File: config.mk
export PLATFORM = sky130hd
export DESIGN_NAME = gpio_port_with_pin_steering
export DESIGN_NICKNAME = d
export VERILOG_FILES = /design/src/hdl/gpio_port_pkg.sv /design/src/hdl/gpio_port_with_pin_steering.sv
export VERILOG_INCLUDE_DIRS = /design/src /design/src/hdl
export SDC_FILE = /design/constraint.sdc
export NUM_CORES = 1
export LEC_CHECK = 0
export BUFFER_PORTS_ARGS = -buffer_cell sky130_fd_sc_hd__buf_2
export CORE_ASPECT_RATIO = 0.7
export CORE_MARGIN = 8
export CORE_UTILIZATION = 50
export CTS_CLUSTER_DIAMETER = 30
export DETAILED_ROUTE_END_ITERATION = 10
export HOLD_SLACK_MARGIN = 0.06
export PLACE_DENSITY = 0.78
export SYNTH_ARGS = -nofsm -noshare
export SYNTH_HDL_FRONTEND = slang
export SYNTH_SLANG_ARGS = --single-unit
File: constraint.sdc
create_clock -name mclk -period 3.5 [get_ports mclk]
set_clock_uncertainty 0.05 [all_clocks]
set_input_delay 0.175 -clock mclk [delete_from_list [all_inputs] [get_ports mclk]]
set_output_delay 0.175 -clock mclk [all_outputs]
set_load 0.05 [all_outputs]
File: src/hdl/gpio_port_params.svh
`ifndef GPIO_PORT_PARAMS_SVH
`define GPIO_PORT_PARAMS_SVH

// ----------------------------------------------------------------
// Widths
// ----------------------------------------------------------------
`define PORT_W 8
`define ADDR_W 8
`define STEER_W 2

// ----------------------------------------------------------------
// Register offsets
// ----------------------------------------------------------------
`define ADDR_LEVEL 8'h00
`define ADDR_DIR 8'h01
`define ADDR_LATCH 8'h02
`define ADDR_ANALOG 8'h03
`define ADDR_STEER 8'h04
`define ADDR_LEVEL_SET 8'h05
`define ADDR_LEVEL_CLR 8'h06

// ----------------------------------------------------------------
// Reset values and field layout
// ----------------------------------------------------------------
`define DIR_RST 8'hff
`define LATCH_RST 8'h00
`define ANALOG_MASK 8'h2f
`define ANALOG_RST 8'h2f
`define STEER_RST 2'h0
`define STEER_SS_BIT 1
`define STEER_CAP_BIT 0
`define SS_PIN_DEFAULT 5
`define SS_PIN_ALT 0
`define ZERO_BYTE 8'h00

`endif

File: src/hdl/gpio_port_pkg.sv
package gpio_port_pkg;

`include "gpio_port_params.svh"

    typedef logic [`PORT_W-1:0] byte_t;

    // Register port request
    typedef struct packed {
        logic [`ADDR_W-1:0] addr;
        byte_t wdata;
        logic wr;
        logic rd;
    } bus_req_t;

    // Override that the steering logic hands to a pin of another port
    typedef struct packed {
        logic en;
        logic out;
        logic oe;
    } pin_ovr_t;

    // Whole state of the port
    typedef struct packed {
        byte_t dir;
        byte_t latch;
        byte_t analog;
        logic [`STEER_W-1:0] steer;
        byte_t sync1;
        byte_t sync2;
        byte_t rdata;
        byte_t pinOut;
        byte_t pinOe;
        pin_ovr_t ovrC1;
        pin_ovr_t ovrB3;
        logic ssIn;
        logic capIn;
    } port_state_t;

endpackage

File: src/hdl/gpio_port_with_pin_steering.sv
// What this block does
// RULE1: Eight-bit bidirectional port, each pin separately input or output.
// RULE2: Direction bit 1 turns driver off; 0 drives the output latch value.
// RULE3: Port read returns pin levels; port write stores into the output latch.
// RULE4: Latch write equals port write; latch read returns latch contents.
// RULE5: Port bit set/clear writes are read-modify-write: pins read, bits modified, latch stored.
// RULE6: Direction bits control drivers even on analog pins; software keeps them set.
// RULE7: Analog-selected pins read zero on every digital port read.
// RULE8: Analog select disables the pin's digital input buffer.
// RULE9: Analog select never affects digital output drive.
// RULE10: Software expects read-modify-write to corrupt analog pins driven as outputs.
// RULE11: Analog select bits reset to analog; software clears them for digital use.
// RULE12: Enabled peripheral takes over pin output; pin stays readable.
// RULE13: Steering bit 1 puts slave select on port A bit 5 or bit 0.
// RULE14: Steering bit 0 puts capture unit 2 on port C bit 1 or B bit 3.
// RULE15: Steering never alters direction bits; overrides follow selected pin only.
// RULE16: Direction bits reset to one, all pins start as inputs.
// RULE17: Only analog bits 5 and 3..0 exist, resetting to one; others read zero.
// RULE18: Pin levels pass a two-stage synchroniser before the read path.
`timescale 1ns/1ps

`include "gpio_port_params.svh"

module gpio_port_with_pin_steering (
    // Clock and reset
    input wire logic mclk,
    input wire logic resetn,
    // Register port
    input wire gpio_port_pkg::bus_req_t busReq,
    output gpio_port_pkg::byte_t busRdata,
    // Port A pins
    input wire gpio_port_pkg::byte_t pinIn,
    output gpio_port_pkg::byte_t pinOut,
    output gpio_port_pkg::byte_t pinOe,
    // Peripheral overrides on port A
    input wire gpio_port_pkg::byte_t periphEn,
    input wire gpio_port_pkg::byte_t periphOut,
    input wire gpio_port_pkg::byte_t periphOe,
    // Slave select routed to the serial unit
    output logic slaveSelectIn,
    // Capture unit 2 and its two candidate pins
    input wire logic capEn,
    input wire logic capOut,
    input wire logic capOe,
    output logic capIn,
    input wire logic portCBit1Level,
    input wire logic portBBit3Level,
    output gpio_port_pkg::pin_ovr_t portCBit1Ovr,
    output gpio_port_pkg::pin_ovr_t portBBit3Ovr,
    // Analog select bits for the converter
    output gpio_port_pkg::byte_t analogSelect
);
    import gpio_port_pkg::*;

    // ----------------------------------------------------------------
    // Helpers
    // ----------------------------------------------------------------
    function automatic byte_t digRead(input byte_t lvl, input byte_t ana);
        digRead = lvl & ~ana;
    endfunction

    function automatic byte_t pick(input byte_t sel, input byte_t a, input byte_t b);
        pick = (sel & a) | (~sel & b);
    endfunction

    port_state_t st_ff;
    port_state_t nxt_st;
    byte_t pinView;
    byte_t gatedIn;

    // Analog pins read zero everywhere, including inside read-modify-write
    assign pinView = digRead(st_ff.sync2, st_ff.analog); // [RULE7]
    // Buffer disabled ahead of the synchroniser so analog levels never toggle it
    assign gatedIn = digRead(pinIn, st_ff.analog); // [RULE8]

    // ----------------------------------------------------------------
    // Next state
    // ----------------------------------------------------------------
    always_comb begin
        nxt_st = st_ff;
        nxt_st.sync1 = gatedIn; // [RULE18]
        nxt_st.sync2 = st_ff.sync1; // [RULE18]
        nxt_st.rdata = `ZERO_BYTE;

        if (busReq.wr) begin
            unique case (busReq.addr)
                `ADDR_LEVEL,
                `ADDR_LATCH: begin
                    nxt_st.latch = busReq.wdata; // [RULE3] [RULE4]
                end
                `ADDR_LEVEL_SET: begin
                    // Modifies what the pins read, not the latch [RULE5] [RULE10]
                    nxt_st.latch = pinView | busReq.wdata;
                end
                `ADDR_LEVEL_CLR: begin
                    nxt_st.latch = pinView & ~busReq.wdata; // [RULE5] [RULE10]
                end
                `ADDR_DIR: begin
                    nxt_st.dir = busReq.wdata; // [RULE1]
                end
                `ADDR_ANALOG: begin
                    nxt_st.analog = busReq.wdata & `ANALOG_MASK; // [RULE17]
                end
                `ADDR_STEER: begin
                    // Touches only the steering bits, never direction [RULE15]
                    nxt_st.steer = busReq.wdata[`STEER_W-1:0];
                end
                default: begin
                end
            endcase
        end

        if (busReq.rd) begin
            unique case (busReq.addr)
                `ADDR_LEVEL: nxt_st.rdata = pinView; // [RULE3]
                `ADDR_LATCH: nxt_st.rdata = st_ff.latch; // [RULE4]
                `ADDR_DIR: nxt_st.rdata = st_ff.dir;
                `ADDR_ANALOG: nxt_st.rdata = st_ff.analog; // [RULE17]
                `ADDR_STEER: nxt_st.rdata = {{(`PORT_W-`STEER_W){1'b0}}, st_ff.steer};
                default: nxt_st.rdata = `ZERO_BYTE;
            endcase
        end

        // Driver: peripheral wins, else latch under the direction bit; analog ignored
        nxt_st.pinOut = pick(periphEn, periphOut, st_ff.latch); // [RULE12] [RULE9]
        nxt_st.pinOe = pick(periphEn, periphOe, ~st_ff.dir); // [RULE2] [RULE6] [RULE9]

        // Slave select input follows the chosen pin
        nxt_st.ssIn = st_ff.steer[`STEER_SS_BIT] ? pinView[`SS_PIN_ALT]
                                                 : pinView[`SS_PIN_DEFAULT]; // [RULE13]

        // Capture unit 2 override goes to the selected pin only
        nxt_st.ovrC1.en = capEn & ~st_ff.steer[`STEER_CAP_BIT]; // [RULE14] [RULE15]
        nxt_st.ovrC1.out = capOut;
        nxt_st.ovrC1.oe = capOe;
        nxt_st.ovrB3.en = capEn & st_ff.steer[`STEER_CAP_BIT]; // [RULE14] [RULE15]
        nxt_st.ovrB3.out = capOut;
        nxt_st.ovrB3.oe = capOe;
        nxt_st.capIn = st_ff.steer[`STEER_CAP_BIT] ? portBBit3Level : portCBit1Level; // [RULE14]
    end

    // ----------------------------------------------------------------
    // State register
    // ----------------------------------------------------------------
    always_ff @(posedge mclk) begin
        if (!resetn) begin
            st_ff <= '0;
            st_ff.dir <= `DIR_RST; // [RULE16]
            st_ff.latch <= `LATCH_RST;
            st_ff.analog <= `ANALOG_RST; // [RULE11] [RULE17]
            st_ff.steer <= `STEER_RST;
        end else begin
            st_ff <= nxt_st;
        end
    end

    assign busRdata = st_ff.rdata;
    assign pinOut = st_ff.pinOut;
    assign pinOe = st_ff.pinOe;
    assign slaveSelectIn = st_ff.ssIn;
    assign capIn = st_ff.capIn;
    assign portCBit1Ovr = st_ff.ovrC1;
    assign portBBit3Ovr = st_ff.ovrB3;
    assign analogSelect = st_ff.analog;

    // ----------------------------------------------------------------
    // Assertions
    // ----------------------------------------------------------------
    a_dir_reset: assert property (@(posedge mclk) // [RULE16]
        !resetn |=> st_ff.dir == `DIR_RST)
        else $error("direction bits not all inputs after reset");

    a_analog_reset: assert property (@(posedge mclk) // [RULE11]
        !resetn |=> st_ff.analog == `ANALOG_RST)
        else $error("analog select not set after reset");

    a_latch_reset: assert property (@(posedge mclk) // [RULE4]
        !resetn |=> st_ff.latch == `LATCH_RST)
        else $error("output latch not cleared by reset");

    a_steer_reset: assert property (@(posedge mclk) // [RULE13] [RULE14]
        !resetn |=> st_ff.steer == `STEER_RST)
        else $error("steering bits not cleared by reset");

    a_analog_mask: assert property (@(posedge mclk) disable iff (!resetn) // [RULE17]
        (st_ff.analog & ~`ANALOG_MASK) == `ZERO_BYTE)
        else $error("unimplemented analog bit set");

    a_level_read: assert property (@(posedge mclk) disable iff (!resetn) // [RULE3]
        busReq.rd && busReq.addr == `ADDR_LEVEL |=> busRdata == $past(pinView))
        else $error("port read does not show pin view");

    a_analog_zero: assert property (@(posedge mclk) disable iff (!resetn) // [RULE7]
        busReq.rd && busReq.addr == `ADDR_LEVEL |=>
        (busRdata & $past(st_ff.analog)) == `ZERO_BYTE)
        else $error("analog pin read non-zero");

    a_latch_read: assert property (@(posedge mclk) disable iff (!resetn) // [RULE4]
        busReq.rd && busReq.addr == `ADDR_LATCH |=> busRdata == $past(st_ff.latch))
        else $error("latch read does not show latch");

    a_dir_read: assert property (@(posedge mclk) disable iff (!resetn) // [RULE2]
        busReq.rd && busReq.addr == `ADDR_DIR |=> busRdata == $past(st_ff.dir))
        else $error("direction read mismatch");

    a_analog_read: assert property (@(posedge mclk) disable iff (!resetn) // [RULE17]
        busReq.rd && busReq.addr == `ADDR_ANALOG |=> busRdata == $past(st_ff.analog))
        else $error("analog select read mismatch");

    a_steer_read: assert property (@(posedge mclk) disable iff (!resetn) // [RULE13] [RULE14]
        busReq.rd && busReq.addr == `ADDR_STEER |=>
        busRdata == {{(`PORT_W-`STEER_W){1'b0}}, $past(st_ff.steer)})
        else $error("steering read mismatch");

    a_unmapped_read: assert property (@(posedge mclk) disable iff (!resetn) // [RULE3]
        busReq.rd && busReq.addr > `ADDR_LEVEL_CLR |=> busRdata == `ZERO_BYTE)
        else $error("unmapped read not zero");

    a_idle_rdata: assert property (@(posedge mclk) disable iff (!resetn) // [RULE3]
        !$past(busReq.rd) |-> busRdata == `ZERO_BYTE)
        else $error("read data stands outside its cycle");

    a_write_latch: assert property (@(posedge mclk) disable iff (!resetn) // [RULE3]
        busReq.wr && (busReq.addr == `ADDR_LEVEL || busReq.addr == `ADDR_LATCH)
        |=> st_ff.latch == $past(busReq.wdata) ##1 pinOut == pick($past(periphEn),
        $past(periphOut), $past(st_ff.latch)))
        else $error("port write did not reach latch and pin");

    a_rmw_set: assert property (@(posedge mclk) disable iff (!resetn) // [RULE5]
        busReq.wr && busReq.addr == `ADDR_LEVEL_SET
        |=> st_ff.latch == ($past(pinView) | $past(busReq.wdata)))
        else $error("bit set not based on pin view");

    a_rmw_clear: assert property (@(posedge mclk) disable iff (!resetn) // [RULE5]
        busReq.wr && busReq.addr == `ADDR_LEVEL_CLR
        |=> st_ff.latch == ($past(pinView) & ~$past(busReq.wdata)))
        else $error("bit clear not based on pin view");

    a_dir_write: assert property (@(posedge mclk) disable iff (!resetn) // [RULE1]
        busReq.wr && busReq.addr == `ADDR_DIR |=> st_ff.dir == $past(busReq.wdata))
        else $error("direction write lost");

    a_dir_hold: assert property (@(posedge mclk) disable iff (!resetn) // [RULE15]
        !(busReq.wr && busReq.addr == `ADDR_DIR) |=> $stable(st_ff.dir))
        else $error("direction changed without a direction write");

    a_analog_write: assert property (@(posedge mclk) disable iff (!resetn) // [RULE17]
        busReq.wr && busReq.addr == `ADDR_ANALOG
        |=> st_ff.analog == ($past(busReq.wdata) & `ANALOG_MASK))
        else $error("analog select write mismatch");

    a_steer_write: assert property (@(posedge mclk) disable iff (!resetn) // [RULE13] [RULE14]
        busReq.wr && busReq.addr == `ADDR_STEER
        |=> st_ff.steer == $past(busReq.wdata[`STEER_W-1:0]))
        else $error("steering write mismatch");

    a_drive_enable: assert property (@(posedge mclk) disable iff (!resetn) // [RULE2]
        ##1 pinOe == pick($past(periphEn), $past(periphOe), ~$past(st_ff.dir)))
        else $error("driver enable mismatch");

    a_pin_drive: assert property (@(posedge mclk) disable iff (!resetn) // [RULE9] [RULE12]
        $past(resetn) |->
        pinOut == pick($past(periphEn), $past(periphOut), $past(st_ff.latch)))
        else $error("driven pin value mismatch");

    a_input_gate: assert property (@(posedge mclk) disable iff (!resetn) // [RULE8]
        $past(resetn) |-> (st_ff.sync1 & $past(st_ff.analog)) == `ZERO_BYTE)
        else $error("analog pin reached the synchroniser");

    a_ss_steer: assert property (@(posedge mclk) disable iff (!resetn) // [RULE13]
        ##1 slaveSelectIn == ($past(st_ff.steer[`STEER_SS_BIT]) ?
        $past(pinView[`SS_PIN_ALT]) : $past(pinView[`SS_PIN_DEFAULT])))
        else $error("slave select on wrong pin");

    a_ss_analog: assert property (@(posedge mclk) disable iff (!resetn) // [RULE7]
        $past(resetn) && $past(st_ff.analog[`SS_PIN_DEFAULT]) &&
        !$past(st_ff.steer[`STEER_SS_BIT]) |-> !slaveSelectIn)
        else $error("slave select sees an analog pin");

    a_cap_steer: assert property (@(posedge mclk) disable iff (!resetn) // [RULE14]
        ##1 !(portCBit1Ovr.en && portBBit3Ovr.en) &&
        (portCBit1Ovr.en | portBBit3Ovr.en) == $past(capEn))
        else $error("capture override on both or wrong pins");

    a_cap_route: assert property (@(posedge mclk) disable iff (!resetn) // [RULE14] [RULE15]
        $past(resetn) |->
        portBBit3Ovr.en == ($past(capEn) && $past(st_ff.steer[`STEER_CAP_BIT])))
        else $error("capture override on unselected pin");

    a_cap_input: assert property (@(posedge mclk) disable iff (!resetn) // [RULE14]
        $past(resetn) |-> capIn == ($past(st_ff.steer[`STEER_CAP_BIT]) ?
        $past(portBBit3Level) : $past(portCBit1Level)))
        else $error("capture input from wrong pin");

    a_ovr_pass: assert property (@(posedge mclk) disable iff (!resetn) // [RULE15]
        $past(resetn) |->
        portCBit1Ovr.out == $past(capOut) && portCBit1Ovr.oe == $past(capOe) &&
        portBBit3Ovr.out == $past(capOut) && portBBit3Ovr.oe == $past(capOe))
        else $error("capture override value or enable lost");

    a_steer_keeps_dir: assert property (@(posedge mclk) disable iff (!resetn) // [RULE15]
        busReq.wr && busReq.addr == `ADDR_STEER |=> $stable(st_ff.dir))
        else $error("steering write changed direction");

    a_sync_depth: assert property (@(posedge mclk) disable iff (!resetn) // [RULE18]
        $past(resetn, 2) && $stable(st_ff.analog) && $past(st_ff.analog, 2) == st_ff.analog
        |-> st_ff.sync2 == $past(gatedIn, 2))
        else $error("synchroniser depth not two");

    c_rmw_clear: cover property (@(posedge mclk) disable iff (!resetn)
        busReq.wr && busReq.addr == `ADDR_LEVEL_CLR);
    c_analog_output: cover property (@(posedge mclk) disable iff (!resetn)
        (st_ff.analog & ~st_ff.dir) != `ZERO_BYTE);
    c_cap_alt: cover property (@(posedge mclk) disable iff (!resetn)
        portBBit3Ovr.en);
    c_ss_alt: cover property (@(posedge mclk) disable iff (!resetn)
        st_ff.steer[`STEER_SS_BIT] && busReq.rd);
    c_periph_take: cover property (@(posedge mclk) disable iff (!resetn)
        periphEn != `ZERO_BYTE);

endmodule

**Yosys cells after proc, flatten, opt, wreduce, memory -nomap -nowiden**

Cells that the tools add are included.

- Flip-flop bits (word level): 69
- Bits in latches: 0
- RAM bits: 0
- Bits in read-only memories: 0
- Bits of input ports: 57
- Output and inout port bits: 40
- Memories: 0

- Add/sub/neg operators: 0
- Multiply operators: 0
- Divide/modulo/power cells: 0
- Order comparisons: 0
- Equality and inequality tests: 6
- Shift-type cells: 0
- Multiplexer cells: 4
- Bitwise gates (word level): 17
- Reductions and logical operators: 8

Operator list:

| cell | number |
|---|---|
| bitwise AND 8 bit | 7 |
| one-hot mux 8 bit (5 select lines) | 1 |
| equality test 8 x 3 -> 1 bit (second input constant) | 3 |
| inverter 8 bit | 3 |
| bitwise OR 8 bit | 3 |
| one-hot mux 8 bit (3 select lines) | 1 |
| equality test 8 x 2 -> 1 bit (second input constant) | 2 |
| AND reduction 2 bit | 5 |
| equality test 8 x 1 -> 1 bit (second input constant) | 1 |
| zero test 8 bit | 1 |
| inverter 6 -> 8 bit | 1 |
| nonzero test 3 bit | 1 |
| bitwise AND 1 bit | 2 |
| 2-to-1 mux 1 bit | 2 |
| OR reduction 2 bit | 1 |
| inverter 1 bit | 1 |

**Longest topological paths before layout**

Gate-level depths: netlist (run 1).

- Depth in word-level cells: 4
- Mapped depth: 6

**Worst setup path after synthesis (run 1)**

OpenSTA, ideal clock, no wires.

- Path kind: in2reg
- Start point: input port busReq[15] in the netlist's numbering
- End point: register st_ff[66] in the netlist's numbering
- Library setup time: 129 ps
- Data arrival time: 1630 ps
- Path slack: 1691 ps
- Stages: 5
- Path buffers: 1
- Cell sequence: or4_4 > buf_6 > nor4_4 > mux2i_1 > nand2_1

- Longest elaborated chain between the ends: 2

Ends and longest elaborated chain:

| element | line | RTL |
|---|---|---|
| from (decl) | gpio_port_with_pin_steering.sv:29 | `input wire gpio_port_pkg::bus_req_t busReq,` |
| equality test 8 x 1 -> 1 bit | gpio_port_with_pin_steering.sv:86 | `unique case (busReq.addr)` |
| AND reduction 2 bit (no source line) | - |  |
| to (signal assigned) | gpio_port_with_pin_steering.sv:153 | `st_ff <= nxt_st;` |
| to (decl) | gpio_port_with_pin_steering.sv:66 | `port_state_t st_ff;` |

Every way passes these cells.
A chain may end at the register's enable or synchronous reset.

**Worst setup path after layout (run 1)**

- Start point: input port busReq[10] in the netlist's numbering
- End point: register st_ff[67] in the netlist's numbering

Same word-level chain as after synthesis.

==> results of run 1 <==
==> cell type report <==
cell class	count	area share
well taps	78	0.0257
multi-input cells	205	0.365
clock inverters	4	0.0125
clock buffers	12	0.0382
flip-flops and latches	69	0.363
inverters	8	0.00789
repair buffers	118	0.187
==> metal layers <==
| layer | up-vias | GRT usage | share of wire |
|---|---|---|---|
| li1 | 1263 | - | - |
| met1 | 1158 | 0.201 | 0.46 |
| met2 | 77 | 0.283 | 0.46 |
| met3 | 8 | 0.0635 | 0.071 |
| met4 | 0 | 0.0550 | 0.0084 |
| met5 | - | 0 | 0 |
==> sequential cells by signal, indices dropped and copies added, names as in the netlist, 3 cells and up <==
signal,cells
busRdata,8
nxt_st,8
pinOut,8
pinOe,8
portBBit3Ovr,3
st_ff,26
analogSelect,5
==> worst max path at each step <==
stage / start / endpoint / cells past startpoint
5_1_grt: busReq[10] / st_ff[68]$_SDFFE_PN1P_ / 5
6_report: busReq[10] / st_ff[67]$_SDFFE_PN1P_ / 5
3_3_place_gp: busReq[10] / st_ff[67]$_SDFFE_PN1P_ / 5
4_1_cts: busReq[10] / st_ff[70]$_SDFFE_PN1P_ / 5
2_1_floorplan: busReq[15] / st_ff[66]$_SDFFE_PN1P_ / 5
3_5_place_dp: busReq[10] / st_ff[70]$_SDFFE_PN1P_ / 5
==> worst max-delay path, cell delays in order <==
cell,delay [ns]
sky130_fd_sc_hd__buf_2,0.50
sky130_fd_sc_hd__or3b_2,0.53
sky130_fd_sc_hd__nor4_4,0.53
sky130_fd_sc_hd__mux2i_1,0.26
sky130_fd_sc_hd__nand2_1,0.07
==> cells in the mapped netlist (2+ instances only) <==
cell type,number
sky130_fd_sc_hd__inv_1,7
sky130_fd_sc_hd__nor4b_1,8
sky130_fd_sc_hd__nor3b_1,2
sky130_fd_sc_hd__o21ai_0,9
sky130_fd_sc_hd__or3b_2,3
sky130_fd_sc_hd__a32o_1,5
sky130_fd_sc_hd__o21ai_1,6
sky130_fd_sc_hd__clkbuf_1,12
sky130_fd_sc_hd__and2_1,22
sky130_fd_sc_hd__nor4_4,2
sky130_fd_sc_hd__nor2b_1,21
sky130_fd_sc_hd__nor2_1,12
sky130_fd_sc_hd__mux2i_1,26
sky130_fd_sc_hd__nor3_2,2
sky130_fd_sc_hd__nand3_1,3
sky130_fd_sc_hd__a211oi_1,6
sky130_fd_sc_hd__nand2_1,30
sky130_fd_sc_hd__o32ai_1,3
sky130_fd_sc_hd__a22oi_1,2
sky130_fd_sc_hd__buf_4,38
sky130_fd_sc_hd__a21o_1,3
sky130_fd_sc_hd__a21oi_1,8
sky130_fd_sc_hd__buf_6,2
sky130_fd_sc_hd__nand2b_1,2
sky130_fd_sc_hd__o211ai_1,4
sky130_fd_sc_hd__o21a_1,5
sky130_fd_sc_hd__and3_1,6
sky130_fd_sc_hd__a31o_1,4
sky130_fd_sc_hd__dfxtp_1,69
==> kinds of logic after synthesis <==
| logic type | Yosys count | synth area share |
|---|---|---|
| compound gates | 57 | 0.125 |
| xor+xnor | 1 | 0.00278 |
| buf+inv | 62 | 0.124 |
| flops | 69 | 0.438 |
| mux | 26 | 0.0825 |
| other cells | 1 | 0.00119 |
| simple gates | 118 | 0.226 |
==> stage by stage <==
stage / hold slack [ns] / setup WS (ns) / utilization / std cells / power, mW
2_1_floorplan: 0.239 / 1.69 / - / 336 / 0.956
3_3_place_gp: 0.336 / 1.30 / 0.548 / 454 / 0.997
3_5_place_dp: 0.336 / 1.20 / 0.548 / 454 / 1.00
4_1_cts: 0.0629 / 1.58 / 0.618 / 494 / 1.66
5_1_grt: 0.0766 / 1.47 / 0.618 / 494 / 1.72
6_report: 0.0708 / 1.58 / 0.618 / 494 / 1.65
==> report_power, final <==
group | internal, mW | switching, mW | total (mW)
logic | 0.0803 | 0.121 | 0.201
registers | 0.799 | 0.00410 | 0.803
clock network | 0.347 | 0.298 | 0.645
total | 1.23 | 0.423 | 1.65
==> what timing repair did <==
item                       4_1_cts  5_1_grt
gates resized for setup          0        0
hold endpoints to repair        24        0
setup endpoints to repair        0        0
hold buffers                    24        0
==> layout by cell type, fill, tap and decap left out, types with 6 or more instances in the layout <==
cell / netlist / final
sky130_fd_sc_hd__o21ai_0: 9 / 9
sky130_fd_sc_hd__dfxtp_1: 69 / 69
sky130_fd_sc_hd__inv_1: 7 / 7
sky130_fd_sc_hd__buf_2: 1 / 93
sky130_fd_sc_hd__dlygate4sd3_1: 0 / 24
sky130_fd_sc_hd__nor2b_1: 21 / 21
sky130_fd_sc_hd__nor2_1: 12 / 12
sky130_fd_sc_hd__o21ai_1: 6 / 6
sky130_fd_sc_hd__and2_1: 22 / 22
sky130_fd_sc_hd__a211oi_1: 6 / 6
sky130_fd_sc_hd__a21oi_1: 8 / 8
sky130_fd_sc_hd__nor4b_1: 8 / 8
sky130_fd_sc_hd__clkbuf_8: 0 / 10
sky130_fd_sc_hd__and3_1: 6 / 6
sky130_fd_sc_hd__nand2_1: 30 / 30
sky130_fd_sc_hd__mux2i_1: 26 / 26
==> load_flow_metrics.sql, run 1 <==
INSERT INTO impl_metrics (metric_group, metric, value, unit) VALUES
('routing', 'num_vias', '2506', ''),
('die', 'coreArea', '6160', 'sq um'),
('sta', 'rsz_0062_raised_after_global_routing', 'false', ''),
('synth', 'synth_enable_flop_cells', '0', ''),
('clock_network', 'cts_num_sinks', '69', ''),
('synth', 'yosys_most_used_dff', 'sky130_fd_sc_hd__dfxtp_1', ''),
('worst_hold_path', 'whs_path_depth', '3', ''),
('place', 'gpl.final_weighted_congestion', '0.774', ''),
('clock_network', 'numCtsBuffers', '9', ''),
('worst_setup_path', 'reg2reg_depth', '4', ''),
('sta', 'timing_hold_violations_final', '0', ''),
('global_route', 'grt_start_max_net_pins', '35', ''),
('worst_setup_path', 'cp_data_arrival_time', '2.08', 'ns'),
('run_status', 'outcome', 'completed', ''),
('synth', 'synth.avg_cell_area', '9.44', 'sq um'),
('sta', 'fmax', '520', 'MHz'),
('clock_network', 'cts_post_setup_buffers_inserted', '0', ''),
('synth', 'synth.cell_area', '3150', 'sq um'),
('sta', 'finalWorstPathRequiredPeriod', '1.92', 'ns'),
('worst_setup_path', 'timing.reg2reg.setup_slack', '2.13', 'ns'),
('routing', 'wl', '7.54', 'mm'),
('worst_setup_path', 'crit-reg2reg-launch', 'analogSelect[0]$_SDFFE_PN1P_', ''),
('worst_hold_path', 'hold_end', 'pinOut[4]$_SDFF_PN0_', ''),
('worst_setup_path', 'start_kind', 'input port', ''),
('flow_run', 'max_cap_violation_count', '0', ''),
('cells_and_area', 'antenna-diode-count', '0', ''),
('sta', 'fin_crit_share', '0.549', ''),
('global_route', 'groute.usage.overall', '0.169', ''),
('die', 'floorplan.rows', '24', ''),
('sta', 'setup_tns', '0', 'ns'),
('worst_setup_path', 'critical_path_class', 'input port to flop', ''),
('synth', 'synth.distinct_cells', '41', ''),
('routing', 'wl_per_cell', '15.3', 'um'),
('cells_and_area', 'finish.instance_area', '3800', 'sq um'),
('worst_setup_path', 'worst_r2r_endpoint', 'busRdata[0]$_SDFF_PN0_', ''),
('power', 'power-per-cell-area', '433', 'nW/um^2'),
('synth', 'synth.largest_area_cell', 'sky130_fd_sc_hd__dfxtp_1', ''),
('die', 'die_w', '111', 'um'),
('clock_network', 'clock_tree.buffer_depth', '2', ''),
('routing', 'initial_drc_count', '123', ''),
('synth', 'yosys_register_bits', '69', ''),
('synth', 'netlist_top_cells_area', 'sky130_fd_sc_hd__dfxtp_1 44%, sky130_fd_sc_hd__buf_4 9.0%, sky130_fd_sc_hd__mux2i_1 8.3%', ''),
('global_route', 'vias_in_the_first_global_route', '2609', ''),
('synth', 'netlist.area_leader.share', '0.438', ''),
('global_route', 'grt_overflow_total', '0', ''),
('routing', 'postRouteAntennaNets', '0', ''),
('clock_network', 'cts_tree', 'built', ''),
('sta', 'worst-slew-pin-transition', '0.785', 'ns'),
('cells_and_area', 'syn2layout_area_growth', '20.6', '%'),
('worst_hold_path', 'worst_hold_startpoint', 'periphEn[4]', ''),
('clock_network', 'clk_root_buffer_cell', 'sky130_fd_sc_hd__clkbuf_8', ''),
('die', 'floorplan.die_area', '9150', 'sq um'),
('die', 'die_height', '82.5', 'um'),
('cells_and_area', 'multi_input_area', '1390', 'sq um'),
('synth', 'postSynth.asyncResetShare', '0', ''),
('global_route', 'grt_antenna_before_repair', '0', ''),
('global_route', 'grt_pass1_wl', '12.6', 'mm'),
('synth', 'synthesis.instances', '334', ''),
('sta', 'worst_slew_margin_relative_to_its_limit', '0.472', ''),
('clock_network', 'clkTransAtPathRegs', '0.08', 'ns'),
('sta', 'slew_viol_final', '0', ''),
('die', 'io-pin-count', '97', ''),
('cells_and_area', 'seq_area', '1380', 'sq um'),
('worst_hold_path', 'hold_wc_path_type', 'input port to flop', ''),
('worst_setup_path', 'critPathMaxFanout', '34', ''),
('synth', 'yosys_warnings', '0', ''),
('cells_and_area', 'nets', '468', ''),
('power', 'worst_ir_drop_vdd', '0.000281', 'V'),
('clock_network', 'clock_latency', '0.35', 'ns'),
('cells_and_area', 'fillerInstances', '545', ''),
('place', 'hpwl_after_detailed_placement', '5.35', 'mm'),
('clock_network', 'htreeDepth', '3', ''),
('cells_and_area', 'layout-drive-gt1-share', '0.286', ''),
('routing', 'drt_pass1_iterations', '4', ''),
('synth', 'synth.yosys.seq_area_share', '0.438', ''),
('worst_setup_path', 'crit_path_capture_type', 'flop', ''),
('routing', 'detail_route.drc_violations', '0', ''),
('worst_setup_path', 'worst-endpoint-required', '3.66', 'ns'),
('routing', 'viasPerCell', '5.07', ''),
('power', 'p_leak', '1.67', 'nW'),
('sta', 'setup_violations_final', '0', ''),
('place', 'postPlaceCellArea', '3370', 'sq um'),
('place', 'numPortBuffers', '93', ''),
('die', 'initial_utilization', '0.512', '');
(Power assumes the default switching activity.)
==> run 2: changes to the inputs <==
==> constraint.sdc (replaced) <==
create_clock -name mclk -period 1.8 [get_ports mclk]
set_clock_uncertainty 0.05 [all_clocks]
set_input_delay 0.09 -clock mclk [delete_from_list [all_inputs] [get_ports mclk]]
set_output_delay 0.09 -clock mclk [all_outputs]
set_load 0.05 [all_outputs]
==> run 2 against run 1 <==
Global-route usage grew 1.6 points. Final area grew 11%. Hold slack gained 0.038 ns. Register-to-register slack lost 1.7 ns. Critical endpoint is now st_ff[58]$_SDFFE_PN0P_. Largest power group unchanged. Highest routed layer unchanged.
==> load_flow_metrics.sql, run 2 (synthesis results as in run 1) <==
INSERT INTO impl_metrics (metric_group, metric, value, unit) VALUES
('place', 'postPlaceCellArea', '3450', 'sq um'),
('worst_setup_path', 'critical_path.slowest_cell', 'sky130_fd_sc_hd__a21boi_0', ''),
('routing', 'initial_drc_count', '106', ''),
('power', 'comb_power_share', '0.149', ''),
('die', 'initial_utilization', '0.512', ''),
('die', 'io-pin-count', '97', ''),
('routing', 'postRouteAntennaNets', '0', ''),
('global_route', 'vias_in_the_first_global_route', '2820', ''),
('clock_network', 'cts_post_setup_buffers_inserted', '0', ''),
('sta', 'finalWorstPathRequiredPeriod', '1.68', 'ns'),
('place', 'preCtsSetupSlack', '-0.0275', 'ns'),
('cells_and_area', 'largest_register_ffs', '26', ''),
('clock_network', 'ctsResizeCount', '0', ''),
('worst_setup_path', 'crit_buf_inv', '2', ''),
('die', 'floorplan.die_area', '9150', 'sq um'),
('global_route', 'grt_start_max_net_pins', '24', ''),
('clock_network', 'clkTransAtPathRegs', '0.07', 'ns'),
('sta', 'timing_hold_violations_final', '0', ''),
('sta', 'rsz_0062_raised_after_global_routing', 'false', ''),
('cells_and_area', 'syn2layout_area_growth', '34.2', '%'),
('flow_run', 'max_cap_violation_count', '0', ''),
('die', 'die_height', '82.5', 'um'),
('power', 'power-per-cell-area', '746', 'nW/um^2'),
('sta', 'final_ws_setup', '0.122', 'ns'),
('cells_and_area', 'multi_input_area', '1390', 'sq um'),
('cells_and_area', 'layout.cells.most_common', 'sky130_fd_sc_hd__buf_2', ''),
('power', 'worst_ir_drop_vdd', '0.000491', 'V'),
('worst_setup_path', 'cp_data_arrival_time', '1.91', 'ns'),
('cells_and_area', 'layout-drive-gt1-share', '0.281', ''),
('global_route', 'groute.usage.overall', '0.186', ''),
('clock_network', 'cts_tree', 'built', ''),
('routing', 'wl', '8.31', 'mm'),
('sta', 'worst-slew-pin-transition', '0.858', 'ns'),
('routing', 'viasPerCell', '5.06', ''),
('worst_setup_path', 'series_of_cell_instances_along_the_critical_path', 'dlygate4sd3_1 -> buf_2 -> a21boi_0 -> a32o_1', ''),
('power', 'psw', '0.825', 'mW'),
('worst_setup_path', 'crit_path_capture_type', 'flop', ''),
('routing', 'detail_route.drc_violations', '0', ''),
('place', 'hpwl_after_detailed_placement', '5.47', 'mm'),
('cells_and_area', 'antenna-diode-count', '0', ''),
('worst_setup_path', 'critical_path_class', 'input port to flop', ''),
('clock_network', 'htreeDepth', '3', ''),
('cells_and_area', 'fillerInstances', '484', ''),
('cells_and_area', 'post_layout_nonfiller_instances', '540', ''),
('clock_network', 'cts_num_sinks', '69', ''),
('routing', 'wl_per_cell', '15.4', 'um'),
('place', 'post-place-cells', '464', ''),
('power', 'p_leak', '1.85', 'nW'),
('power', 'seq_power_share', '0.495', ''),
('cells_and_area', 'mostFrequentLayoutCells', '93 x sky130_fd_sc_hd__buf_2, 69 x sky130_fd_sc_hd__dfxtp_1, 61 x sky130_fd_sc_hd__dlygate4sd3_1', ''),
('sta', 'slew_viol_final', '0', ''),
('worst_setup_path', 'start_kind', 'input port', ''),
('sta', 'worst_slew_margin_relative_to_its_limit', '0.423', ''),
('worst_setup_path', 'crit_family', 'compound AO/OA/AOI/OAI gates', ''),
('sta', 'fmax', '596', 'MHz'),
('cells_and_area', 'finish.instance_area', '4230', 'sq um'),
('die', 'floorplan.rows', '24', ''),
('die', 'die_w', '111', 'um'),
('worst_setup_path', 'critPathMaxFanout', '21', ''),
('cells_and_area', 'top_register', 'st_ff', ''),
('global_route', 'grt_antenna_before_repair', '0', ''),
('run_status', 'outcome', 'completed', ''),
('worst_hold_path', 'hold_wc_path_type', 'input port to flop', ''),
('worst_setup_path', 'cp_slowest_stage_delay', '0.74', 'ns'),
('worst_setup_path', 'worst-endpoint-required', '2.04', 'ns'),
('global_route', 'grt_pass1_wl', '13.6', 'mm'),
('global_route', 'grt_overflow_total', '0', ''),
('die', 'coreArea', '6160', 'sq um'),
('clock_network', 'clock_tree.buffer_depth', '2', ''),
('cells_and_area', 'nets', '515', ''),
('power', 'intPower', '2.33', 'mW'),
('power', 'sw_frac_of_total', '0.261', ''),
('place', 'gpl.final_weighted_congestion', '0.796', ''),
('sta', 'setup_violations_final', '0', ''),
('cells_and_area', 'seq_area', '1380', 'sq um'),
('routing', 'num_vias', '2732', ''),
('clock_network', 'numCtsBuffers', '9', ''),
('power', 'power', '3.16', 'mW'),
('place', 'numPortBuffers', '93', ''),
('routing', 'drt_pass1_iterations', '6', ''),
('clock_network', 'clock_latency', '0.35', 'ns'),
('clock_network', 'clk_root_buffer_cell', 'sky130_fd_sc_hd__clkbuf_8', ''),
('power', 'power_frac_clock', '0.356', ''),
('sta', 'fin_crit_share', '0.932', '');
[run 2: worst register-to-register path: stages (launching register included)]
cell	delay [ns]
sky130_fd_sc_hd__dfxtp_1	0.36
sky130_fd_sc_hd__or3b_2	0.48
sky130_fd_sc_hd__a21o_1	0.18
sky130_fd_sc_hd__a21oi_1	0.15
sky130_fd_sc_hd__o21a_1	0.13
[run 2: what timing repair did]
item | 4_1_cts | 5_1_grt
hold buffers | 61 | 0
endpoints found under the setup margin | 0 | 0
endpoints found under the hold margin | 49 | 0
[run 2: power by group through the flow]
stage,sequential (mW),combinational (mW),clock (mW)
detailed placement,1.60,0.360,0
floorplan,1.60,0.260,0
CTS,1.56,0.464,1.15
global route,1.56,0.503,1.23
finish,1.56,0.469,1.12
global placement,1.60,0.352,0
[run 2: path summary, 6_finish.rpt]
path,startpoint,end,slack [ns],depth (start not counted)
min reg2reg,nxt_st[33]$_SDFF_PN0_,st_ff[33]$_SDFF_PN0_,0.38,1
max reg2reg,analogSelect[0]$_SDFFE_PN1P_,busRdata[0]$_SDFF_PN0_,0.39,4
min,busReq[0],busRdata[1]$_SDFF_PN0_,0.11,3
max,resetn,st_ff[58]$_SDFFE_PN0P_,0.12,4
[run 2: layout make-up]
class,count,share of cell area
Multi-Input combinational cell,205,0.328
Sequential cell,69,0.326
Timing Repair Buffer,165,0.274
Clock buffer,11,0.0358
Tap cell,78,0.0231
Inverter,8,0.00710
Clock inverter,4,0.00562
[run 2: metal layers]
| metal | up-vias | wire length, um | track usage |
|---|---|---|---|
| li1 | 1355 | - | - |
| met1 | 1285 | 3570 | 0.199 |
| met2 | 86 | 4090 | 0.343 |
| met3 | 6 | 600 | 0.0779 |
| met4 | 0 | 42 | 0.0362 |
| met5 | - | 0 | 0 |
[run 2: per-stage QoR]
step                setup TNS, ns   util  hold WS, ns
global route                    0  0.687        0.109
CTS                             0  0.687       0.0630
floorplan                       0      -        0.154
finish                          0  0.687        0.109
global placement                0  0.560        0.250
detailed placement        -0.0766  0.560        0.252
